==> src/verilog/lha_pkg.sv <==
// Package for the LIN header assist: register map, field layout, states.
// Assumes a 32-bit APB slave with word-aligned registers.
package lha_pkg;
   // Register byte offsets
   localparam logic [7:0] LHA_CTRL_OFS = 8'h00;
   localparam logic [7:0] LHA_STAT_OFS = 8'h04;
   localparam logic [7:0] LHA_TPRE_OFS = 8'h08;
   localparam logic [7:0] LHA_TCNT_OFS = 8'h0C;
   localparam logic [7:0] LHA_CAPT_OFS = 8'h10;
   localparam logic [7:0] LHA_DATA_OFS = 8'h14;
   // Control register bit positions
   localparam int LHA_C_ENABLE  = 0;
   localparam int LHA_C_MASTER  = 1;
   localparam int LHA_C_ARM     = 2;
   localparam int LHA_C_TIMER_COUNT_START  = 3;
   localparam int LHA_C_BREAK_IRQ_ENABLE    = 4;
   localparam int LHA_C_SYNC_IRQ_ENABLE    = 5;
   localparam int LHA_C_BCIE    = 6;
   localparam int LHA_C_SYNCFWD = 7;
   localparam int LHA_C_BCE     = 8;
   localparam int LHA_C_TXEN    = 9;
   // Status register bit positions
   localparam int LHA_S_BREAK   = 0;
   localparam int LHA_S_SYNC    = 1;
   localparam int LHA_S_COLL    = 2;
   localparam int LHA_S_RXRDY   = 3;
   localparam int LHA_S_IDDONE  = 4;
   // Reset values and constants
   localparam logic [9:0]  LHA_CTRL_RST = 10'h000;
   localparam logic [7:0]  LHA_TPRE_RST = 8'hFF;
   localparam logic [7:0]  LHA_TCNT_RST = 8'hFF;
   localparam logic [7:0]  LHA_SYNC_BYTE = 8'h55;
   localparam logic [3:0]  LHA_SYNC_EDGES = 4'h4; // Falls: start..bit 6
   localparam logic [31:0] LHA_ERR_DATA = 32'h0000_0000;

   typedef enum logic [2:0] {
      LHA_IDLE  = 3'b000,
      LHA_BREAK = 3'b001,
      LHA_SYNC  = 3'b011,
      LHA_IDENT = 3'b010,
      LHA_RESP  = 3'b110,
      LHA_WAITH = 3'b111
   } lha_state_e;

   typedef struct packed {
      logic        psel;
      logic        penable;
      logic        pwrite;
      logic [7:0]  paddr;
      logic [31:0] pwdata;
   } lha_apb_req_s;

   typedef struct packed {
      logic [31:0] prdata;
      logic        pready;
      logic        pslverr;
   } lha_apb_rsp_s;
endpackage : lha_pkg
==> src/verilog/lha_core.sv <==
// LIN header assist: break generation/detection, sync measurement,
// collision check, one shared timer interrupt, APB register slave.
// Assumes the serial unit sits beside it and exchanges bytes by strobes.
//
// Operation
// RULE1: master start drives tx low for timer period
// RULE2: timer underflow releases tx, sets break flag
// RULE3: break flag raises interrupt when enabled
// RULE4: after break, request sync byte 55h
// RULE5: then identifier byte, then response phase
// RULE6: slave detection armed only by arm bit
// RULE7: software waits rx ready before break arrives
// RULE8: low rx for timer period means break
// RULE9: timer measures start plus bits 0-6
// RULE10: control bit forwards or withholds sync field
// RULE11: sync done sets flag, interrupt when enabled
// RULE12: software reprograms rate after sync measurement
// RULE13: slave responds only after identifier received
// RULE14: collision check needs transmit enable bit
// RULE15: rx differing from tx sets collision flag
// RULE16: long low during traffic sets break flag
// RULE17: all events share one interrupt output
// RULE18: software disables before changing mode
// RULE19: software ends after checksum or header
// RULE20: software times out with another timer
// RULE21: no wake-up detection in this block
// RULE22: flags sticky until software clears them
//
// Implementation choices: the register addresses and the APB register port.
`timescale 1ns/10ps
`default_nettype none
module lha_core
   import lha_pkg::*;
#(
   parameter int TW = 16
) (
   // Clock and reset
   input  wire logic                  clk,
   input  wire logic                  reset_n,
   // APB slave
   input  wire lha_pkg::lha_apb_req_s apb_req,
   output var  lha_pkg::lha_apb_rsp_s apb_rsp,
   // LIN pins
   input  wire logic                  lin_rx_pin,
   output var  logic                  lin_tx_pin,
   // Serial unit side
   output var  logic                  serial_rx_out,
   output var  logic                  serial_tx_req,
   output var  logic [7:0]            serial_tx_byte,
   input  wire logic                  serial_tx_done,
   input  wire logic                  serial_rx_done,
   input  wire logic                  serial_tx_bit,
   input  wire logic                  serial_latch,
   // Timer interrupt
   output var  logic                  timer_irq
);
   import lha_pkg::*;

   typedef struct packed {
      lha_state_e    st;
      logic [9:0]    ctrl;
      logic [2:0]    flags;    // Break, sync, collision
      logic          id_done;
      logic [7:0]    tpre;
      logic [7:0]    tcnt;
      logic [TW-1:0] cnt;      // Break timer down-counter
      logic [TW-1:0] meas;     // Sync measurement up-counter
      logic [TW-1:0] capt;
      logic [3:0]    edges;
      logic          rx_q;
      logic [7:0]    idbyte;
      logic          rx_rdy;
      lha_apb_rsp_s  rsp;
      logic          tx;
      logic          srx;
      logic          treq;
      logic [7:0]    tbyte;
      logic          irq;
   } lha_state_s;

   lha_state_s s_reg, s_next;

   // Period loaded into the timer: prescaler times counter, both plus one
   function automatic logic [TW-1:0] load_val(input logic [7:0] p,
                                              input logic [7:0] c);
      logic [16:0] prod;
      prod = 17'({9'd0, p} + 17'd1) * 17'({9'd0, c} + 17'd1);
      return TW'(prod - 17'd1);
   endfunction : load_val

   logic apb_acc, apb_wr, fall, tx_line;
   assign apb_acc = apb_req.psel & apb_req.penable;
   assign apb_wr  = apb_acc & apb_req.pwrite;
   assign fall    = s_reg.rx_q & ~lin_rx_pin;
   assign tx_line = (s_reg.st == LHA_BREAK && s_reg.ctrl[LHA_C_MASTER])
                    ? s_reg.tx : serial_tx_bit;

   // Next-state logic for bus, sequencer and flags
   always_comb begin
      logic [2:0] set;
      logic       run;
      logic       id_set;
      s_next = s_reg;
      set    = 3'b000;
      id_set = 1'b0;
      run    = s_reg.ctrl[LHA_C_ENABLE];
      s_next.rx_q = lin_rx_pin;
      s_next.treq = 1'b0;
      s_next.rsp.pready  = apb_req.psel & ~apb_req.penable;
      s_next.rsp.pslverr = 1'b0;
      s_next.rsp.prdata  = LHA_ERR_DATA;
      s_next.ctrl[LHA_C_TIMER_COUNT_START] = 1'b0;  // Self-clearing start strobe
      if (!run) begin
         s_next.st     = LHA_IDLE;
         s_next.tx     = 1'b1;
         s_next.rx_rdy = 1'b0;
      end else begin
         case (s_reg.st)
            LHA_IDLE: begin
               if (s_reg.ctrl[LHA_C_MASTER] && s_reg.ctrl[LHA_C_TIMER_COUNT_START]) begin
                  s_next.tx  = 1'b0;                              // [RULE1]
                  s_next.cnt = load_val(s_reg.tpre, s_reg.tcnt);
                  s_next.st  = LHA_BREAK;
               end else if (!s_reg.ctrl[LHA_C_MASTER]
                            && s_reg.ctrl[LHA_C_ARM]) begin       // [RULE6]
                  s_next.rx_rdy = lin_rx_pin;
                  s_next.cnt    = load_val(s_reg.tpre, s_reg.tcnt);
                  if (lin_rx_pin) s_next.st = LHA_WAITH;
               end
            end
            LHA_WAITH: begin
               // Low run as long as the timer period is a break
               if (lin_rx_pin) begin
                  s_next.cnt = load_val(s_reg.tpre, s_reg.tcnt);
               end else if (s_reg.cnt == '0) begin
                  set[0]       = 1'b1;                            // [RULE8]
                  s_next.meas  = '0;
                  s_next.edges = '0;
                  s_next.st    = LHA_SYNC;
               end else begin
                  s_next.cnt = s_reg.cnt - 1'b1;
               end
            end
            LHA_BREAK: begin
               if (s_reg.ctrl[LHA_C_MASTER]) begin
                  if (s_reg.cnt == '0) begin
                     s_next.tx    = ~s_reg.tx;                    // [RULE2]
                     set[0]       = 1'b1;
                     s_next.treq  = 1'b1;
                     s_next.tbyte = LHA_SYNC_BYTE;                // [RULE4]
                     s_next.st    = LHA_SYNC;
                  end else begin
                     s_next.cnt = s_reg.cnt - 1'b1;
                  end
               end
            end
            LHA_SYNC: begin
               if (s_reg.ctrl[LHA_C_MASTER]) begin
                  if (serial_tx_done) begin
                     s_next.treq  = 1'b1;                         // [RULE5]
                     s_next.tbyte = s_reg.idbyte;
                     s_next.st    = LHA_IDENT;
                  end
               end else begin
                  // Count from start-bit fall to fall after bit 6
                  if (s_reg.edges != '0) s_next.meas = s_reg.meas + 1'b1;
                  if (fall) begin
                     s_next.edges = s_reg.edges + 1'b1;
                     if (s_reg.edges == LHA_SYNC_EDGES) begin
                        // Count includes the closing cycle of the span
                        s_next.capt = s_reg.meas + 1'b1;          // [RULE9]
                        set[1]      = 1'b1;                       // [RULE11]
                     end
                  end
                  // Keep withholding through bit 7; a lone low would look
                  // like a start bit to the serial receiver
                  if (s_reg.edges > LHA_SYNC_EDGES && lin_rx_pin)
                     s_next.st = LHA_IDENT;
               end
            end
            LHA_IDENT: begin
               if (s_reg.ctrl[LHA_C_MASTER] ? serial_tx_done
                                             : serial_rx_done) begin
                  id_set         = 1'b1;                          // [RULE13]
                  s_next.cnt     = load_val(s_reg.tpre, s_reg.tcnt);
                  s_next.st      = LHA_RESP;                      // [RULE5]
               end
            end
            LHA_RESP: begin
               // Low as long as the timer period during traffic, same as a break
               if (lin_rx_pin) begin
                  s_next.cnt = load_val(s_reg.tpre, s_reg.tcnt);
               end else if (s_reg.cnt == '0) begin
                  set[0] = 1'b1;                                  // [RULE16]
               end else begin
                  s_next.cnt = s_reg.cnt - 1'b1;
               end
            end
            default: s_next.st = LHA_IDLE;
         endcase
      end
      // Collision compare at latch point; break phase needs enable too
      if (run && s_reg.ctrl[LHA_C_TXEN] && serial_latch    // [RULE14]
          && (s_reg.st != LHA_BREAK || s_reg.ctrl[LHA_C_BCE])
          && lin_rx_pin != tx_line)
         set[2] = 1'b1;                                           // [RULE15]
      // In slave mode the sync field is withheld from the serial receiver unless forwarded
      s_next.srx = (s_reg.st == LHA_SYNC && !s_reg.ctrl[LHA_C_MASTER]
                    && !s_reg.ctrl[LHA_C_SYNCFWD])  // [RULE10]
                   ? 1'b1 : lin_rx_pin;
      // APB access; write-one-to-clear, but a same-cycle set wins
      if (apb_wr) begin
         case (apb_req.paddr)
            LHA_CTRL_OFS: s_next.ctrl = apb_req.pwdata[9:0];
            LHA_STAT_OFS: begin
               s_next.flags   = s_reg.flags & ~apb_req.pwdata[2:0];
               if (apb_req.pwdata[LHA_S_IDDONE]) s_next.id_done = 1'b0;
            end
            LHA_TPRE_OFS: s_next.tpre = apb_req.pwdata[7:0];
            LHA_TCNT_OFS: s_next.tcnt = apb_req.pwdata[7:0];
            LHA_DATA_OFS: s_next.idbyte = apb_req.pwdata[7:0];
            LHA_CAPT_OFS: ;
            default: s_next.rsp.pslverr = apb_req.psel & ~apb_req.penable;
         endcase
      end
      s_next.flags = s_next.flags | set;                          // [RULE22]
      s_next.id_done = s_next.id_done | id_set;   // Set wins over a clear
      if (apb_req.psel && !apb_req.penable) begin
         case (apb_req.paddr)
            LHA_CTRL_OFS: s_next.rsp.prdata = 32'(s_reg.ctrl);
            LHA_STAT_OFS: s_next.rsp.prdata = 32'({s_reg.id_done,
                             s_reg.rx_rdy, s_reg.flags});
            LHA_TPRE_OFS: s_next.rsp.prdata = 32'(s_reg.tpre);
            LHA_TCNT_OFS: s_next.rsp.prdata = 32'(s_reg.tcnt);
            LHA_CAPT_OFS: s_next.rsp.prdata = 32'(s_reg.capt);
            LHA_DATA_OFS: s_next.rsp.prdata = 32'(s_reg.idbyte);
            default:      s_next.rsp.pslverr = 1'b1;
         endcase
      end
      // Shared interrupt from all event flags
      s_next.irq = (s_next.flags[0] & s_next.ctrl[LHA_C_BREAK_IRQ_ENABLE])        // [RULE3]
                 | (s_next.flags[1] & s_next.ctrl[LHA_C_SYNC_IRQ_ENABLE])
                 | (s_next.flags[2] & s_next.ctrl[LHA_C_BCIE]);       // [RULE17]
   end

   // State register
   always_ff @(posedge clk or negedge reset_n) begin
      if (!reset_n) begin
         s_reg       <= '0;
         s_reg.st    <= LHA_IDLE;
         s_reg.ctrl  <= LHA_CTRL_RST;
         s_reg.tpre  <= LHA_TPRE_RST;
         s_reg.tcnt  <= LHA_TCNT_RST;
         s_reg.rx_q  <= 1'b1;
         s_reg.tx    <= 1'b1;
         s_reg.srx   <= 1'b1;
      end else begin
         s_reg <= s_next;
      end
   end

   // Outputs straight from flops; no wake-up logic lives here [RULE21]
   assign apb_rsp        = s_reg.rsp;
   assign lin_tx_pin     = s_reg.tx;
   assign serial_rx_out  = s_reg.srx;
   assign serial_tx_req  = s_reg.treq;
   assign serial_tx_byte = s_reg.tbyte;
   assign timer_irq      = s_reg.irq;
endmodule : lha_core
`default_nettype wire

==> config.mk <==
export PLATFORM = sky130hd
export DESIGN_NAME = lha_core
export DESIGN_NICKNAME = d
export VERILOG_FILES = /design/src/verilog/lha_pkg.sv /design/src/verilog/lha_core.sv
export SDC_FILE = /design/constraint.sdc
export NUM_CORES = 1
export LEC_CHECK = 0
export ABC_AREA = 1
export BUFFER_PORTS_ARGS = -buffer_cell sky130_fd_sc_hd__buf_4
export CORE_MARGIN = 2
export CORE_UTILIZATION = 35
export CTS_CLUSTER_DIAMETER = 30
export CTS_CLUSTER_SIZE = 10
export DETAILED_ROUTE_END_ITERATION = 10
export PLACE_DENSITY = 0.58
export SLEW_MARGIN = 20
export SYNTH_ARGS = -nofsm -noshare
export SYNTH_HDL_FRONTEND = slang
export SYNTH_SLANG_ARGS = --single-unit
==> constraint.sdc <==
create_clock -name clk -period 5 [get_ports clk]
set_input_delay 0.5 -clock clk [delete_from_list [all_inputs] [get_ports clk]]
set_output_delay 0.5 -clock clk [all_outputs]
set_load 0.02 [all_outputs]
# --- After elaboration in Yosys (flattened, before gate mapping) ---
# Cells that the tools add are included.
totals:
  latch_bits: 0
  elab_cells: 193
  inputBits: 50
  ramBits: 0
  mem_bits_ro: 0
  output_inout_bits: 46
  ff_bits: 141
  mem_count: 0
classes:
  shift: 0
  magnitude_cmp: 1
  add_sub_neg: 6
  mux: 72
  n_div: 0
  bitwise_logic: 17
  n_mul: 1
  n_reduce_logical: 36
  eq_ne: 38
ops:
  columns: ["op", "count"]
  rows:
  - ["16-bit two-way mux", 11]
  - ["16-bit one-hot mux with 6 select lines", 1]
  - ["16-bit one-hot mux with 4 select lines", 1]
  - ["9-bit two-way mux", 5]
  - ["36-bit two-way mux", 1]
  - ["3-bit two-way mux", 11]
  - ["16-bit one-hot mux with 2 select lines", 1]
  - ["16-bit by 1-bit subtractor with 16-bit output (second input constant)", 2]
  - ["1-bit two-way mux", 27]
  - ["27-bit two-way mux", 1]
  - ["2-bit != test (second input constant)", 11]
  - ["20-bit two-way mux", 1]
  - ["8-bit by 1-bit adder with 9-bit output (second input constant)", 2]
  - ["3-bit one-hot mux with 6 select lines", 1]
  - ["9-bit one-hot mux with 2 select lines", 1]
  - ["6-bit AND reduction", 3]
  - ["16-bit by 1-bit adder with 16-bit output (second input constant)", 1]
  - ["8-bit by 4-bit equality test with 1-bit output (second input constant)", 2]
  - ["8-bit by 5-bit equality test with 1-bit output (second input constant)", 2]
  - ["16-bit logical NOT", 1]
  - ["9-bit by 9-bit multiplier with 16-bit output", 1]
  - ["8-bit two-way mux", 2]
  - ["4-bit != test (second input constant)", 4]
  - ["3-bit != test (second input constant)", 5]
  - ["36 further kinds", 73]

# --- Longest topological paths before layout ---
logic_depth:
  ltp_word: 10
  mapped_depth: 29
  depth_no_buf: 29

# --- Worst setup path after synthesis ---
# OpenSTA, ideal clock, no wires.
synth_path:
  path_kind: "register to register"
  from: "reg s_reg[116] (netlist bit)"
  to: "reg s_reg[107] (netlist bit)"
  path_slack_ps: -394
  setup_ps: 117
  required_time_ps: 4883
  synth_period_minus_slack_ps: 5394
  path_buffers: 0
  path_stages_with_launch: 29
  arrival_ps: 5277
  path_cell_list: "dfstp_2 > ha_1 > nand2_1 > nor2_1 > or2_2 > nand2_1 > inv_1 > nand2_1 > fa_1 > inv_1 > fa_1 > inv_1 > fa_1 > inv_1 > fa_1 > inv_1 > fa_1 > inv_1 > ha_1 > a21oi_1 > o21ai_0 > a21oi_1 > nor2_1 > nor2_1 > nand3_1 > nand2_1 > nor2_1 > nor2_1 > nor2_1"
synth_via:
  elab_chain_cells: 6
  elab_cells_between_ends: 8
  cone_classes: "2 x add/sub; 1 x mul; 5 x mux"
synth_lines:
  columns: ["element", "line", "source"]
  rows:
  - ["start: declaration", "lha_core.sv:81", "lha_state_s s_reg, s_next;"]
  - ["start signal: assignment", "lha_core.sv:258", "s_reg <= s_next;"]
  - ["8-bit by 1-bit adder with 9-bit output *", "lha_core.sv:87", "prod = 17'({9'd0, p} + 17'd1) * 17'({9'd0, c} + 17'd1);"]
  - ["9-bit by 9-bit multiplier with 16-bit output *", "lha_core.sv:87", null]
  - ["16-bit by 1-bit subtractor with 16-bit output *", "lha_core.sv:88", "return TW'(prod - 17'd1);"]
  - ["16-bit two-way mux", "lha_core.sv:124", "end else if (!s_reg.ctrl[LHA_C_MASTER]"]
  - ["16-bit two-way mux", "lha_core.sv:120", "if (s_reg.ctrl[LHA_C_MASTER] && s_reg.ctrl[LHA_C_TIMER_COUNT_START]) begin"]
  - ["16-bit one-hot mux with 4 select lines *", "lha_core.sv:118", "case (s_reg.st)"]
# Mark *: on every way between the ends. The rest lies on a longest branch, timed or not. The select of a mux whose other input is x is not followed.
# A chain may end at the register's enable or synchronous reset.

# --- Worst setup path in the final report ---
layout_path:
  from: "reg s_reg[117] (netlist bit)"
  to: "reg s_reg[106] (netlist bit)"
# Same word-level chain as after synthesis.

==> impl_metrics.yaml <==
yosys:
  synth_edf_count: 0
  yosys.area.top_type_share_pct: 27.4
  synth.avg_cell_area_um2: 7.75
  synth_flop_cell: "dfrtp_1"
  synth.most_common_cell: "nand2_1"
  synthTopCellsByArea: "dfrtp_1, fa_1, nand2_1"
  yosys.cell_types.count: 48
  ys_async_sr_fraction_pct: 100
  postSynthCellCount: 1248
  ys_ff_latch: 125
  synth.cells.most_frequent: "nand2_1, inv_1, nor2_1"
  seq_area_frac_synth_pct: 32.6
  synth_warnings: 0
  synth_area_um2: 9680
  synth_top_area_cell: "dfrtp_1"
route:
  drtIter0Drc: 511
  routed_wirelength_mm: 26.1
  vias: 8531
  drc_errors: 0
  wl_per_cell_um: 15.0
  first_pass_iters: 4
  drtAntennaViolNets: 0
  viasPerCell: 4.89
critical_path:
  reg2reg_depth: 25
  r2r-start: "s_reg[117]"
  r2r_slack_ns: -0.38
  critPathKind: "flop to flop"
  arrival_ns: 5.66
  cp_max_fo: 6
  crit_required_ns: 5.28
  cp-start-kind: "flop"
  critPathCaptureType: "flop"
  worstReg2RegEnd: "s_reg[106]"
global_route:
  grt_pass1_wl_mm: 43.2
  grt_max_degree: 62
  grt_pass1_vias: 8540
  grt_util_all_layers_pct: 18.8
  gr-total-overflow: 0
  antenna_found_initial: 0
clock_network:
  holdBufCountCts: 0
  clkSinkCount: 125
  clk_pin_slew_ns: 0.06
  max-clock-path-buffers: 2
  cts_root_buffer: "clkbuf_16"
  cts_tree: "yes"
  worstSkewPairLatency_ns: 0.42
  h-tree-depth: 4
  cts_buffers: 17
sta:
  whs_ns: 0.156
  setup_tns_ns: -2.70
  slew_violations: 0
  setup_viol: 10
  worst_pin_slew_ns: 0.767
  finClkSkew_ns: 0.0101
  fin_ws_ns: -0.378
  slew_headroom_pct: 48.9
  fin_crit_ns: 5.38
  hold_violations: 0
  max_clock_freq_ghz: 0.186
  fin_crit_sh_pct: 108
  rsz0062_at_grt: "true"
die:
  core_area_um2: 27000
  die_y_um: 170
  dieArea_um2: 29000
  io_pins: 96
  die_w_um: 170
  placementRows: 60
  start_util_pct: 35.8
outcome:
  status: "finished, violations left"
  violations: "negative setup slack"
layout:
  area_growth_pct: 28.2
  fin_nets: 1543
  diodes: 0
  largest_register_ffs: 95
  drive_gt1_share_pct: 27.1
  fillers: 2682
place:
  io_buffers: 57
  place_hpwl_mm: 20.4
  gp_congestion: 0.871
power_and_ir_drop:
  leakage_uw: 0.00616
  cellPowerDensity_nw_per_um2: 229
  ir_worst_vdd_v: 0.000154
hold_path:
  hp-class: "input port to asynchronous set/reset pin"
run:
  cap_viol_max_count: 0
-- layout by cell type (no fill, tap or decap), types with 20 or more instances in the layout --
master	Yosys	final
nand2_2	5	24
fa_1	53	52
a21oi_1	45	31
o21ai_0	115	101
inv_2	6	20
inv_1	195	178
ha_1	49	33
buf_4	43	156
nand3_1	65	57
nand2_1	260	233
nor3_1	24	21
nor2_1	122	103
dfrtp_1	106	106
-- critical path, cell delays in order, from the launching register on --
cell	delay [ns]
dfstp_2	0.59
ha_4	0.16
nand2_4	0.07
nor2_4	0.11
or2_4	0.13
nand2_4	0.06
inv_6	0.09
nand2_2	0.06
fa_1	0.53
inv_1	0.05
fa_1	0.52
fa_1	0.44
fa_1	0.57
inv_2	0.04
fa_1	0.51
inv_2	0.05
ha_4	0.24
a21oi_4	0.16
o21ai_4	0.08
buf_4	0.14
a21oi_4	0.15
nand3_2	0.10
nand3_1	0.10
nand2_1	0.06
o21ai_1	0.13
o21ai_1	0.09
-- stage by stage --
stage	setup slack, ns	std cells	power [uW]	utilization (%)	area, um^2
after floorplan	-0.0526	1263	1260	-	9910
after global placement	-0.503	1697	1390	41.0	11100
after detailed placement	-0.511	1697	1400	41.0	11100
after CTS	-0.331	1739	2800	44.7	12100
after global routing	-0.672	1745	2960	45.9	12400
final	-0.378	1745	2840	45.9	12400
-- cell type report --
| class | instances | area, um^2 | share of cell area, % |
|---|---|---|---|
| clock buffers | 18 | 429 | 3.46 |
| multi-input cells | 875 | 6080 | 49.0 |
| repair buffers | 169 | 1340 | 10.8 |
| well taps | 341 | 427 | 3.44 |
| inverters | 203 | 772 | 6.22 |
| clock inverters | 14 | 209 | 1.68 |
| flip-flops and latches | 125 | 3150 | 25.4 |
-- cells by family after synthesis --
| kind of cell | after synthesis | synth area share, % |
|---|---|---|
| flip-flops | 125 | 32.6 |
| adder cells (fa/ha/maj) | 102 | 17.3 |
| XOR/XNOR | 22 | 1.99 |
| other | 1 | 0.0388 |
| AND/OR/NAND/NOR | 519 | 23.0 |
| buffers and inverters | 263 | 12.1 |
| multiplexers | 2 | 0.233 |
| AO/OA/AOI/OAI | 214 | 12.8 |
-- power by group --
part           total [uW]  switching (uW)  internal [uW]
Combinational         459             261            198
Sequential           1030            7.39           1020
Clock                1350             504            848
Total                2840             772           2070
-- per-layer routing --
| metal | vias to the layer above | GRT usage [%] | routed length, um |
|---|---|---|---|
| met2 | 154 | 32.4 | 12900 |
| li1 | 4236 | - | - |
| met3 | 35 | 2.35 | 803 |
| met1 | 4106 | 25.0 | 12000 |
| met4 | 0 | 5.20 | 425 |
| met5 | - | 0 | 0 |
-- worst max-delay path by stage --
stage | start | endpoint | cells after the start
after floorplan | s_reg[116] | s_reg[103] | 22
after detailed placement | s_reg[117] | s_reg[106] | 22
after global routing | s_reg[117] | s_reg[106] | 24
after CTS | s_reg[117] | s_reg[105] | 25
after global placement | s_reg[117] | s_reg[106] | 22
final | s_reg[117] | s_reg[106] | 25
-- timing repair --
item / in CTS / in global routing
pin swaps: 44 / 52
setup endpoints to repair: 11 / 12
setup buffers: 10 / 6
gates resized for setup: 66 / 63
No activity file was read; power rests on OpenSTA's default activity.
